<file path="config.mk">
export PLATFORM = sky130hd
export DESIGN_NAME = ppm_port_ctrl
export DESIGN_NICKNAME = d
export VERILOG_FILES = /design/src/hdl/ppm_pkg.sv /design/src/hdl/ppm_pin_if.sv /design/src/hdl/ppm_port_ctrl.sv /design/src/hdl/ppm_edge_detect.sv /design/src/hdl/ppm_pin_bank.sv
export SDC_FILE = /design/constraint.sdc
export NUM_CORES = 1
export LEC_CHECK = 0
export BUFFER_PORTS_ARGS = -buffer_cell sky130_fd_sc_hd__buf_2
export CORE_AREA = 2 2 297 299
export DETAILED_ROUTE_END_ITERATION = 16
export DIE_AREA = 0 0 299 301
export HOLD_SLACK_MARGIN = 0.05
export PLACE_DENSITY = 0.3
export SYNTH_ARGS = -nofsm -noshare
export SYNTH_HDL_FRONTEND = slang
export SYNTH_HIERARCHICAL = 1
export SYNTH_SLANG_ARGS = --single-unit
</file>
<file path="constraint.sdc">
create_clock -name sys_clk -period 18.45 [get_ports sys_clk]
set_clock_uncertainty 0.2 [all_clocks]
set_input_delay 1.845 -clock sys_clk [delete_from_list [all_inputs] [get_ports sys_clk]]
set_output_delay 1.845 -clock sys_clk [all_outputs]
set_load 0.01 [all_outputs]
</file>
<file path="src/hdl/ppm_pkg.sv">
// Constants for the port pin mode controller: pin map, bit positions,
// masks and reset levels. Assumes a single clock and synchronous pins.
// Overview of operation
// - Port 0: seven pins, per-bit direction
// - Port 0: per-bit pull-up, either direction
// - Port or alternate mode chosen per pin
// - Seven interrupt inputs: rising, falling or both
// - Non-maskable request uses same edge enables
// - Third interrupt edge also triggers real-time output
// - Port 1: eight input pins, no pull-ups
// - Port 1 analog pins read as zero
// - Port 2: eight pins, per-bit direction, pull-up
// - Port 2 bits 5, 7 selectable open-drain
// - Port 3: eight pins, per-bit direction, pull-up
// - Port 3 pin outputs external access status
// - Port 4 input pull-ups by option bit 4
// - Port 4 carries address/data; pull-up when bit set
// - Port 5 pull-up bit 5; middle address
// - Port 6: high address and bus strobes
// - Port 6 pull-ups by option bit 6
// - Unused wait pin stays ordinary I/O
// - Port 7: three pins, per-bit direction, pull-up
// - Port 8 falling edge sets key-return flag
// - Port 8 per-bit pull-ups; low address
// - Port 9: six open-drain pins, no pull-ups
// - Port 10: four pins, per-bit direction, pull-up
package ppm_pkg;
  localparam int unsigned NB      = 68; // Pins held in the bank
  localparam int unsigned P0_BASE = 0;  // Bank offset of each port
  localparam int unsigned P2_BASE = 7;
  localparam int unsigned P3_BASE = 15;
  localparam int unsigned P4_BASE = 23;
  localparam int unsigned P5_BASE = 31;
  localparam int unsigned P6_BASE = 39;
  localparam int unsigned P7_BASE = 47;
  localparam int unsigned P8_BASE = 50;
  localparam int unsigned P9_BASE = 58;
  localparam int unsigned P10_BASE = 64;
  localparam int unsigned P0_W    = 7;  // Port widths
  localparam int unsigned P1_W    = 8;
  localparam int unsigned P7_W    = 3;
  localparam int unsigned P9_W    = 6;
  localparam int unsigned P10_W   = 4;
  localparam int unsigned BYTE_W  = 8;
  localparam int unsigned NMI_BIT = 2;  // Interrupt input shared with NMI
  localparam int unsigned RTP_BIT = 2;  // Interrupt input that triggers RTP
  localparam int unsigned PUO_P4  = 4;  // Pull-up option bit positions
  localparam int unsigned PUO_P5  = 5;
  localparam int unsigned PUO_P6  = 6;
  localparam int unsigned P3_EXA_BIT = 7; // Access status pin of port 3
  localparam int unsigned P6_WAIT = 6;  // Wait input pin of port 6
  localparam logic [7:0]  P2_OD_MASK = 8'hA0; // Open-drain capable bits
  localparam logic [7:0]  P6_OE_MASK = 8'hBF; // Port 6 bus outputs
  localparam logic        RST_LVL = 1'b0; // Level of all flops at reset
endpackage : ppm_pkg

</file>
<file path="src/hdl/ppm_pin_if.sv">
// Pin-side signals passed between the controller and its pin bank.
// Assumes the bank owns every output flop of the group.
`timescale 1ns/100ps
interface ppm_pin_if #(parameter int unsigned W = 8);
  logic [W-1:0] pinIn;    // Pin levels seen
  logic [W-1:0] pinOut;   // Driven levels
  logic [W-1:0] pinOe;    // Drive enables
  logic [W-1:0] pullEn;   // Pull-up connects
  logic [W-1:0] readData; // Port read value
  modport bank (input pinIn, output pinOut, pinOe, pullEn, readData);
  modport core (output pinIn, input pinOut, pinOe, pullEn, readData);
endinterface : ppm_pin_if

</file>
<file path="src/hdl/ppm_port_ctrl.sv">
// Port pin mode controller: ports 0 to 10, alternate functions,
// pull-ups, open-drain, interrupt edges and key-return flag.
// Assumes software settings arrive as steady levels on plain ports.
`timescale 1ns/100ps
module ppm_port_ctrl
  import ppm_pkg::*;
#(
  parameter bit HAS_TWOWIRE = 1'b1, // Two-wire bus variant
  parameter bit HAS_EXA     = 1'b1  // Access status variant
) (
  input  wire logic              sys_clk,            // 40 MHz clock
  input  wire logic              rst,                // Async reset
  input  wire logic [NB-1:0]     pinIn,              // Pin levels
  output logic      [NB-1:0]     pinOut,             // Pin drive level
  output logic      [NB-1:0]     pinOe,              // Pin drive enable
  output logic      [NB-1:0]     pullEn,             // Pull-up connect
  output logic      [NB-1:0]     portRead,           // Port read data
  input  wire logic [NB-1:0]     portDir,            // 1 = input
  input  wire logic [NB-1:0]     portLatch,          // Output latches
  input  wire logic [NB-1:0]     portAlt,            // 1 = alternate
  input  wire logic [NB-1:0]     pullCfg,            // Per-bit pull-ups
  input  wire logic [7:0]        pullupOption,       // Port-wide pulls
  input  wire logic [7:0]        port2OpenDrainCtrl, // Port 2 OD select
  input  wire logic [7:0]        p2AltOut,           // Serial data
  input  wire logic [7:0]        p2AltOe,            // Serial drive
  input  wire logic [7:0]        p3AltOut,           // Timer data
  input  wire logic [7:0]        p3AltOe,            // Timer drive
  input  wire logic [P7_W-1:0]   p7AltOut,           // Serial data
  input  wire logic [P7_W-1:0]   p7AltOe,            // Serial drive
  input  wire logic [P10_W-1:0]  p10AltOut,          // Timer data
  input  wire logic [P10_W-1:0]  p10AltOe,           // Timer drive
  input  wire logic              extAccessStatus,    // Bus access status
  input  wire logic [7:0]        lowAddrDataBus,     // Address/data out
  input  wire logic              lowAddrDataOe,      // Address/data drive
  input  wire logic [7:0]        midAddressBus,      // Address 8 to 15
  input  wire logic [3:0]        highAddressBus,     // Address 16 to 19
  input  wire logic [7:0]        lowAddressBus,      // Address 0 to 7
  input  wire logic              readStrobe,         // Read strobe
  input  wire logic              writeStrobe,        // Write strobe
  input  wire logic              addressLatchStrobe, // Address latch
  input  wire logic              waitEnable,         // Wait pin in use
  input  wire logic [P1_W-1:0]   analogInputs,       // Port 1 pins
  input  wire logic [P1_W-1:0]   analogSel,          // 1 = analog
  output logic      [P1_W-1:0]   port1Read,          // Port 1 read
  input  wire logic [P0_W-1:0]   riseEdgeEnable,     // Rising enables
  input  wire logic [P0_W-1:0]   fallEdgeEnable,     // Falling enables
  input  wire logic              nmiSelect,          // Bit 2 is NMI
  output logic      [P0_W-1:0]   extIrqInputs,       // Interrupt pulses
  output logic                   nmiRequest,         // NMI pulse
  output logic                   rtpTrigger,         // RTP trigger pulse
  input  wire logic              keyReturnClear,     // Clear key flag
  output logic                   keyReturnIrqFlag    // Key-return flag
);

  //////////////////////////////////////////////////////////////////////
  // Declarations
  //////////////////////////////////////////////////////////////////////

  ppm_pin_if #(.W(NB)) pins ();         // Bank pin group

  logic [NB-1:0]   bankAlt;             // Resolved alternate select
  logic [NB-1:0]   bankAltOut;          // Resolved alternate data
  logic [NB-1:0]   bankAltOe;           // Resolved alternate drive
  logic [NB-1:0]   bankPull;            // Resolved pull-up request
  logic [NB-1:0]   bankOd;              // Resolved open-drain bits
  logic [P0_W-1:0] irqPulse;            // Raw interrupt edges
  logic [P0_W-1:0] irqRiseEn;           // Enables gated by mode
  logic [P0_W-1:0] irqFallEn;
  logic [7:0]      krPulse;             // Port 8 falling edges
  logic [7:0]      krFallEn;            // All falling edges armed
  logic [7:0]      krRiseEn;            // No rising edges

  logic [P0_W-1:0] next_extIrqInputs;
  logic            next_nmiRequest;
  logic            next_rtpTrigger;
  logic            next_keyReturnIrqFlag;
  logic [P1_W-1:0] next_port1Read;

  //////////////////////////////////////////////////////////////////////
  // Pin group wiring
  //////////////////////////////////////////////////////////////////////

  // Outputs come straight from the bank flops
  assign pins.pinIn = pinIn;
  assign pinOut     = pins.pinOut;
  assign pinOe      = pins.pinOe;
  assign pullEn     = pins.pullEn;
  assign portRead   = pins.readData;

  //////////////////////////////////////////////////////////////////////
  // Per-port mode resolution
  //////////////////////////////////////////////////////////////////////

  // Builds the per-bit bank settings from each port's own scheme
  always_comb begin
    bankAlt    = portAlt;
    bankAltOut = '0;
    bankAltOe  = '0;
    bankPull   = '0;
    bankOd     = '0;

    // Port 0: interrupt inputs never drive the pin
    bankPull[P0_BASE +: P0_W] = pullCfg[P0_BASE +: P0_W];

    // Port 2: serial functions, two-wire pins open-drain
    bankAltOut[P2_BASE +: BYTE_W] = p2AltOut;
    bankAltOe[P2_BASE +: BYTE_W]  = p2AltOe;
    bankPull[P2_BASE +: BYTE_W]   = pullCfg[P2_BASE +: BYTE_W];
    if (HAS_TWOWIRE) begin
      bankOd[P2_BASE +: BYTE_W] = port2OpenDrainCtrl & P2_OD_MASK;
    end

    // Port 3: timer functions, access status on the top pin
    bankAltOut[P3_BASE +: BYTE_W] = p3AltOut;
    bankAltOe[P3_BASE +: BYTE_W]  = p3AltOe;
    bankPull[P3_BASE +: BYTE_W]   = pullCfg[P3_BASE +: BYTE_W];
    if (HAS_EXA) begin
      bankAltOut[P3_BASE + P3_EXA_BIT] = extAccessStatus;
      bankAltOe[P3_BASE + P3_EXA_BIT]  = 1'b1;
    end

    // Port 4: multiplexed address/data, shared pull-up bit
    bankAltOut[P4_BASE +: BYTE_W] = lowAddrDataBus;
    bankAltOe[P4_BASE +: BYTE_W]  = {BYTE_W{lowAddrDataOe}};
    bankPull[P4_BASE +: BYTE_W]   = {BYTE_W{pullupOption[PUO_P4]}} &
      (portDir[P4_BASE +: BYTE_W] | portAlt[P4_BASE +: BYTE_W]);

    // Port 5: middle address byte, shared pull-up bit
    bankAltOut[P5_BASE +: BYTE_W] = midAddressBus;
    bankAltOe[P5_BASE +: BYTE_W]  = '1;
    bankPull[P5_BASE +: BYTE_W]   = {BYTE_W{pullupOption[PUO_P5]}} &
      (portDir[P5_BASE +: BYTE_W] | portAlt[P5_BASE +: BYTE_W]);

    // Port 6: high address, strobes and wait input
    bankAltOut[P6_BASE +: BYTE_W] = {addressLatchStrobe, 1'b0,
                                     writeStrobe, readStrobe,
                                     highAddressBus};
    bankAltOe[P6_BASE +: BYTE_W]  = P6_OE_MASK;
    bankPull[P6_BASE +: BYTE_W]   = {BYTE_W{pullupOption[PUO_P6]}} &
      (portDir[P6_BASE +: BYTE_W] | portAlt[P6_BASE +: BYTE_W]);
    if (!waitEnable) begin
      bankAlt[P6_BASE + P6_WAIT] = 1'b0;
    end

    // Port 7: serial functions, per-bit pull-ups
    bankAltOut[P7_BASE +: P7_W] = p7AltOut;
    bankAltOe[P7_BASE +: P7_W]  = p7AltOe;
    bankPull[P7_BASE +: P7_W]   = pullCfg[P7_BASE +: P7_W];

    // Port 8: low address byte, per-bit pull-ups in both modes
    bankAltOut[P8_BASE +: BYTE_W] = lowAddressBus;
    bankAltOe[P8_BASE +: BYTE_W]  = '1;
    bankPull[P8_BASE +: BYTE_W]   = pullCfg[P8_BASE +: BYTE_W];

    // Port 9: open-drain only, no alternate, no pull-ups
    bankAlt[P9_BASE +: P9_W] = '0;
    bankOd[P9_BASE +: P9_W]  = '1;

    // Port 10: timer functions, per-bit pull-ups
    bankAltOut[P10_BASE +: P10_W] = p10AltOut;
    bankAltOe[P10_BASE +: P10_W]  = p10AltOe;
    bankPull[P10_BASE +: P10_W]   = pullCfg[P10_BASE +: P10_W];
  end

  //////////////////////////////////////////////////////////////////////
  // Pin bank
  //////////////////////////////////////////////////////////////////////

  // Per-bit direction for ports 0, 2 to 10
  ppm_pin_bank #(
    .W       (NB)
  ) u_bank (
    .sys_clk (sys_clk),
    .rst     (rst),
    .pins    (pins),
    .dirIn   (portDir),
    .latch   (portLatch),
    .altSel  (bankAlt),
    .altOut  (bankAltOut),
    .altOe   (bankAltOe),
    .pullReq (bankPull),
    .odMask  (bankOd)
  );

  //////////////////////////////////////////////////////////////////////
  // Edge detection
  //////////////////////////////////////////////////////////////////////

  // Port 0 edges count only on pins set to interrupt input; port 8 falls always count
  always_comb begin
    irqRiseEn = riseEdgeEnable & portAlt[P0_BASE +: P0_W];
    irqFallEn = fallEdgeEnable & portAlt[P0_BASE +: P0_W];
    krRiseEn  = '0;
    krFallEn  = '1;
  end

  // External interrupt inputs of port 0
  ppm_edge_detect #(
    .W         (P0_W)
  ) u_irq_edge (
    .sys_clk   (sys_clk),
    .rst       (rst),
    .sampleIn  (pinIn[P0_BASE +: P0_W]),
    .riseEn    (irqRiseEn),
    .fallEn    (irqFallEn),
    .edgePulse (irqPulse)
  );

  // Key-return falling edges of port 8
  ppm_edge_detect #(
    .W         (BYTE_W)
  ) u_kr_edge (
    .sys_clk   (sys_clk),
    .rst       (rst),
    .sampleIn  (pinIn[P8_BASE +: BYTE_W]),
    .riseEn    (krRiseEn),
    .fallEn    (krFallEn),
    .edgePulse (krPulse)
  );

  //////////////////////////////////////////////////////////////////////
  // Event outputs, key-return flag and port 1 read
  //////////////////////////////////////////////////////////////////////

  // Next values of the event and read registers
  always_comb begin
    next_extIrqInputs = irqPulse;
    if (nmiSelect) begin
      next_extIrqInputs[NMI_BIT] = 1'b0;
    end
    next_nmiRequest = irqPulse[NMI_BIT] & nmiSelect;
    next_rtpTrigger = irqPulse[RTP_BIT];
    // A new edge wins over a clear in the same cycle
    if (|krPulse) begin
      next_keyReturnIrqFlag = 1'b1;
    end else if (keyReturnClear) begin
      next_keyReturnIrqFlag = 1'b0;
    end else begin
      next_keyReturnIrqFlag = keyReturnIrqFlag;
    end
    // Analog pins read as zero; software must not use them
    next_port1Read = analogInputs & ~analogSel;
  end

  // Event and read registers
  always_ff @(posedge sys_clk or posedge rst) begin
    if (rst) begin
      extIrqInputs     <= {P0_W{RST_LVL}};
      nmiRequest       <= RST_LVL;
      rtpTrigger       <= RST_LVL;
      keyReturnIrqFlag <= RST_LVL;
      port1Read        <= {P1_W{RST_LVL}};
    end else begin
      extIrqInputs     <= next_extIrqInputs;
      nmiRequest       <= next_nmiRequest;
      rtpTrigger       <= next_rtpTrigger;
      keyReturnIrqFlag <= next_keyReturnIrqFlag;
      port1Read        <= next_port1Read;
    end
  end

  //////////////////////////////////////////////////////////////////////
  // Checks
  //////////////////////////////////////////////////////////////////////

  a_nmi_from_edge: assert property (
    @(posedge sys_clk) disable iff (rst)
    irqPulse[NMI_BIT] && nmiSelect |=> nmiRequest && !extIrqInputs[NMI_BIT])
    else $error("NMI edge not routed to NMI request");

  a_rtp_trigger_follows: assert property (
    @(posedge sys_clk) disable iff (rst)
    rtpTrigger == $past(irqPulse[RTP_BIT]))
    else $error("RTP trigger not one cycle after edge");

  a_keyret_flag_set: assert property (
    @(posedge sys_clk) disable iff (rst)
    |krPulse |=> keyReturnIrqFlag)
    else $error("key-return edge lost");

  a_keyret_flag_hold: assert property (
    @(posedge sys_clk) disable iff (rst)
    keyReturnIrqFlag && !keyReturnClear |=> keyReturnIrqFlag)
    else $error("key-return flag dropped without clear");

  a_port1_read_mask: assert property (
    @(posedge sys_clk) disable iff (rst)
    ##1 (port1Read == ($past(analogInputs) & ~$past(analogSel))))
    else $error("port 1 read wrong");

  a_port9_no_pull: assert property (
    @(posedge sys_clk) disable iff (rst)
    pullEn[P9_BASE +: P9_W] == '0)
    else $error("port 9 pull-up connected");

  a_port4_pull_all: assert property (
    @(posedge sys_clk) disable iff (rst)
    pullupOption[PUO_P4] && (&portDir[P4_BASE +: BYTE_W])
    |=> (&pullEn[P4_BASE +: BYTE_W]))
    else $error("port 4 input pull-ups not connected");

  a_wait_pin_io: assert property (
    @(posedge sys_clk) disable iff (rst)
    !waitEnable && !portDir[P6_BASE + P6_WAIT]
    |=> pinOe[P6_BASE + P6_WAIT] == 1'b1)
    else $error("wait pin not usable as output");

  a_port2_open_drain: assert property (
    @(posedge sys_clk) disable iff (rst)
    HAS_TWOWIRE && port2OpenDrainCtrl[5]
    |=> !(pinOe[P2_BASE + 5] && pinOut[P2_BASE + 5]))
    else $error("port 2 open-drain bit driven high");

  a_port0_no_drive: assert property (
    @(posedge sys_clk) disable iff (rst)
    ##1 ((pinOe[P0_BASE +: P0_W] & $past(portAlt[P0_BASE +: P0_W])) == '0))
    else $error("interrupt input pin driven");

  a_irq_needs_alt: assert property (
    @(posedge sys_clk) disable iff (rst)
    portAlt[P0_BASE +: P0_W] == '0 |=> irqPulse == '0)
    else $error("edge reported on a port mode pin");

  a_access_status_out: assert property (
    @(posedge sys_clk) disable iff (rst)
    HAS_EXA && portAlt[P3_BASE + P3_EXA_BIT]
    |=> pinOe[P3_BASE + P3_EXA_BIT]
        && pinOut[P3_BASE + P3_EXA_BIT] == $past(extAccessStatus))
    else $error("access status not on its pin");

  a_port5_addr_out: assert property (
    @(posedge sys_clk) disable iff (rst)
    &portAlt[P5_BASE +: BYTE_W]
    |=> pinOut[P5_BASE +: BYTE_W] == $past(midAddressBus))
    else $error("middle address not on port 5");

  a_port6_strobe_out: assert property (
    @(posedge sys_clk) disable iff (rst)
    portAlt[P6_BASE + 7] |=> pinOe[P6_BASE + 7]
    && pinOut[P6_BASE + 7] == $past(addressLatchStrobe))
    else $error("address latch strobe not on port 6");

  a_port8_pull_bits: assert property (
    @(posedge sys_clk) disable iff (rst)
    ##1 (pullEn[P8_BASE +: BYTE_W] == $past(pullCfg[P8_BASE +: BYTE_W])))
    else $error("port 8 pull-up not per bit");

  a_port9_never_high: assert property (
    @(posedge sys_clk) disable iff (rst)
    pinOut[P9_BASE +: P9_W] == '0)
    else $error("port 9 pin driven high");

endmodule : ppm_port_ctrl

</file>
<file path="src/hdl/ppm_edge_detect.sv">
// Edge detector with per-bit rising and falling enables.
// Assumes the sampled inputs are synchronous to sys_clk.
`timescale 1ns/100ps
module ppm_edge_detect
  import ppm_pkg::*;
#(
  parameter int unsigned W = 7 // Inputs watched
) (
  input  wire logic         sys_clk,   // System clock
  input  wire logic         rst,       // Async reset
  input  wire logic [W-1:0] sampleIn,  // Levels watched
  input  wire logic [W-1:0] riseEn,    // Rising enables
  input  wire logic [W-1:0] fallEn,    // Falling enables
  output logic      [W-1:0] edgePulse  // One-cycle edges
);
  logic [W-1:0] prev;           // Last sample
  logic         primed;         // First sample taken
  logic [W-1:0] next_prev;
  logic         next_primed;
  logic [W-1:0] next_edgePulse;

  // No edge is reported until a first sample exists
  always_comb begin
    next_prev      = sampleIn;
    next_primed    = 1'b1;
    next_edgePulse = {W{RST_LVL}};
    if (primed) begin
      next_edgePulse = (sampleIn & ~prev & riseEn) |
                       (~sampleIn & prev & fallEn);
    end
  end

  // State registers
  always_ff @(posedge sys_clk or posedge rst) begin
    if (rst) begin
      prev      <= {W{RST_LVL}};
      primed    <= RST_LVL;
      edgePulse <= {W{RST_LVL}};
    end else begin
      prev      <= next_prev;
      primed    <= next_primed;
      edgePulse <= next_edgePulse;
    end
  end

  a_edge_fall_seen: assert property (
    @(posedge sys_clk) disable iff (rst)
    primed && |(~sampleIn & prev & fallEn) |=> |edgePulse)
    else $error("enabled falling edge not reported");
endmodule : ppm_edge_detect

</file>
<file path="src/hdl/ppm_pin_bank.sv">
// Registered pin drivers for every bidirectional port pin.
// Assumes the caller resolves mode, pull-up and open-drain per bit.
`timescale 1ns/100ps
module ppm_pin_bank
  import ppm_pkg::*;
#(
  parameter int unsigned W = NB // Pins in the bank
) (
  input  wire logic         sys_clk, // System clock
  input  wire logic         rst,     // Async reset
  ppm_pin_if.bank           pins,    // Pin group
  input  wire logic [W-1:0] dirIn,   // 1 = input
  input  wire logic [W-1:0] latch,   // Output latch
  input  wire logic [W-1:0] altSel,  // 1 = alternate
  input  wire logic [W-1:0] altOut,  // Alternate data
  input  wire logic [W-1:0] altOe,   // Alternate drive
  input  wire logic [W-1:0] pullReq, // Pull-up wanted
  input  wire logic [W-1:0] odMask   // Open-drain bits
);
  logic [W-1:0] drive;         // Pin should be driven
  logic [W-1:0] level;         // Level to present
  logic [W-1:0] sensed;        // Pin read, not latch
  logic [W-1:0] next_pinOut;
  logic [W-1:0] next_pinOe;
  logic [W-1:0] next_readData;

  // Open-drain bits only ever pull low
  always_comb begin
    drive         = (altSel & altOe) | (~altSel & ~dirIn);
    level         = (altSel & altOut) | (~altSel & latch);
    sensed        = dirIn | altSel;
    next_pinOut   = level & ~odMask;
    next_pinOe    = drive & ~(odMask & level);
    next_readData = (sensed & pins.pinIn) | (~sensed & latch);
  end

  // Output registers; released and unpulled at reset
  always_ff @(posedge sys_clk or posedge rst) begin
    if (rst) begin
      pins.pinOut   <= {W{RST_LVL}};
      pins.pinOe    <= {W{RST_LVL}};
      pins.pullEn   <= {W{RST_LVL}};
      pins.readData <= {W{RST_LVL}};
    end else begin
      pins.pinOut   <= next_pinOut;
      pins.pinOe    <= next_pinOe;
      pins.pullEn   <= pullReq;
      pins.readData <= next_readData;
    end
  end

  a_od_never_high: assert property (
    @(posedge sys_clk) disable iff (rst)
    ##1 (($past(odMask) & pins.pinOut) == '0))
    else $error("open-drain pin driven high");
endmodule : ppm_pin_bank

</file>
==> flow_metrics.tcl <==
set metrics [dict create \
    cts_buffers 45 \
    postCtsSetupRepairBufs 0 \
    cts-root-buf "clkbuf_16" \
    core_area_um2 86500 \
    worstHoldPathType "register to register" \
    cts_tree "built" \
    status "complete, no violations" \
    cts-htree-levels 2 \
    crit_chain "buf_2 > inv_8 > buf_4 > buf_4 > buf_4" \
    dieArea_um2 90000 \
    grt.overflow.total 0 \
    syn_inst 910 \
    slowest_stage "buf_4" \
    holdBufCountCts 0 \
    dp.cells 3074 \
    pre_cts_ws_ns 12.99 \
    cpLargestDelayFamily "buffers and inverters" \
    synth_seq_cells 322 \
    cp_slowest_stage_delay_ns 0.82 \
    layout_commonest_cell "buf_2" \
    area_delta_synth_final_pct 61.9 \
    cpMostUsedCell "buf_4" \
    vias 10500 \
    layout.nets 2436 \
    clockBufferDepth 3 \
    finalSetupViolCount 0 \
    worst_setup_path_start_kind "input pin" \
    route.met2.wl_um 28000 \
    slew_violations 0 \
    antenna_found_initial 11 \
    clock_latency_ns 0.57 \
    critPathRequiredTime_ns 18.88 \
    clk_pin_slew_ns 0.05 \
    ant_nets 0 \
    r2r_slack_ns 17.12 \
    grt_usage_pct 11.2 \
    start_util_pct 14.3 \
    row_count 108 \
    via_per_inst 3.30 \
    grt_max_degree 106 \
    dpl.hpwl_um 42200 \
    finalNonFillerCells 3166 \
    hold_viol 0 \
    highest_layer "met5" \
    yosysSeqAreaShare_pct 65.0 \
    die_x_um 299 \
    io_buffer_count 710 \
    place_area_um2 18500 \
    gp_congestion 0.823 \
    cts_sinks 322 \
    dr_wl_met3_um 3430 \
    wl_um 52400 \
    worst_slack_ns 13.84 \
    endpoint_kind "async pin" \
    setup-tns-final_ns 0 \
    cp_num_buf_inv 5 \
    relSlewSlack_pct 40.3 \
    leakagePower_nw 10.5 \
    grt_first_pass_wirelength_um 74200 \
    wl_met1_um 19400 \
    cp_data_arrival_time_ns 5.04 \
    ys_types 20 \
    hold_slack_ns 0.140 \
    finalCriticalPeriod_ns 4.61 \
    worst-slew-pin-transition_ns 0.896 \
    grt_setup_unrepaired "no" \
    drc_errors 0 \
    post-route-period-util_pct 25.0 \
    p_total_mw 1.91 \
    drt_iter0_drc 274 \
    fp.dieH_um 301 \
    cts_resized 0 \
    drive_above_1_share_pct 46.1 \
    fill_cells 9497 \
    fin_util_pct 23.2 \
    wl_per_cell_um 16.6 \
    syn_area_um2 12400 \
    vdd_drop_max_mv 0.0603 \
    power_density_nw_per_um2 95.4 \
    final_cell_mix "buf_2 (710), dfrtp_1 (322), conb_1 (306)" \
    worstSetupPathType "input pin to async pin" \
    drt-pass1-iter-count 4 \
    synth.avg_cell_area_um2 13.6 \
    grt_pass1_vias 11100 \
    io_pins 760 \
    yosys_warnings 6 \
    max_cap_viol_count 0 \
    design_area_um2 20100 \
    fmax_mhz 217 \
    worstPathMaxFanout 105 \
]
worst reg2reg max path, cell delays in order, from the launching register on:
cell	delay [ns]
dfrtp_1	0.37
nor4_2	0.49
nand3_1	0.15
state kept, by name, indices dropped and copies added (netlist names), 7 cells and up:
signal and flops:
u_kr_edge/prev 8, u_bank/pins.readData 68, u_irq_edge/edgePulse 7, u_bank/pins.pullEn 68
u_bank/pins.pinOut 68, extIrqInputs 7, u_bank/pins.pinOe 68, u_kr_edge/edgePulse 8
u_irq_edge/prev 7, port1Read 8
layer usage:
| layer | vias up | track usage, % |
|---|---|---|
| met3 | 86 | 3.28 |
| met2 | 352 | 20.6 |
| li1 | 5041 | - |
| met1 | 4976 | 12.0 |
| met4 | 6 | 4.33 |
| met5 | - | 0 |
final timing paths:
check / from / to / cells past startpoint
max: rst / u_bank/pins.pullEn[19] / 5
min: u_irq_edge/edgePulse[3] / extIrqInputs[3] / 0
max reg2reg: u_kr_edge/edgePulse[0] / keyReturnIrqFlag / 2
min reg2reg: u_irq_edge/edgePulse[3] / extIrqInputs[3] / 0
max in group sys_clk: u_bank/pins.pinOe[16] / pinOe[16] / 1
min in group asynchronous: rst / u_irq_edge/edgePulse[2] / 2
cells by family after synthesis:
| group | share of synthesized area, % |
|---|---|
| AND/OR/NAND/NOR | 13.7 |
| flip-flops | 65.0 |
| multiplexers | 13.7 |
| AO/OA/AOI/OAI | 6.95 |
| buffers and inverters | 0.464 |
| other | 0.121 |
layout make-up:
type	instances	area (um^2)	area share, %
Inverter	4	22.5	0.112
Multi-Input combinational cell	880	5410	27.0
Clock buffer	71	1390	6.91
Clock inverter	12	145	0.723
Timing Repair Buffer	713	3580	17.8
Sequential cell	322	8060	40.2
Tap cell	1155	1450	7.20
Antenna cell	9	22.5	0.112
power breakdown:
group          internal [mW]  total, mW  leakage (nW)  switching (mW)
sequential             0.752      0.765          3.96          0.0130
combinational          0.109      0.245          5.79           0.136
clock                  0.556      0.904         0.755           0.348
synth_stat cells:
master    count  area (um^2)
buf_6         2         22.5
nor2_2       68          425
nand4b_1     30          263
buf_2         3         15.0
nand2_1     151          567
nor4_2        1         12.5
dfrtp_1     322         8060
mux2i_1      68          681
inv_1         4         15.0
nor2_1       68          255
and2_1       16          100
clkbuf_2      1         5.00
conb_1        4         15.0
mux2_4       68         1020
nand2b_1      1         6.26
nor2b_1       9         56.3
a32o_1       68          681
nor4_1        1         6.26
nand3_1       1         5.00
o21a_1       24          180
No activity file was read; power rests on OpenSTA's default activity.
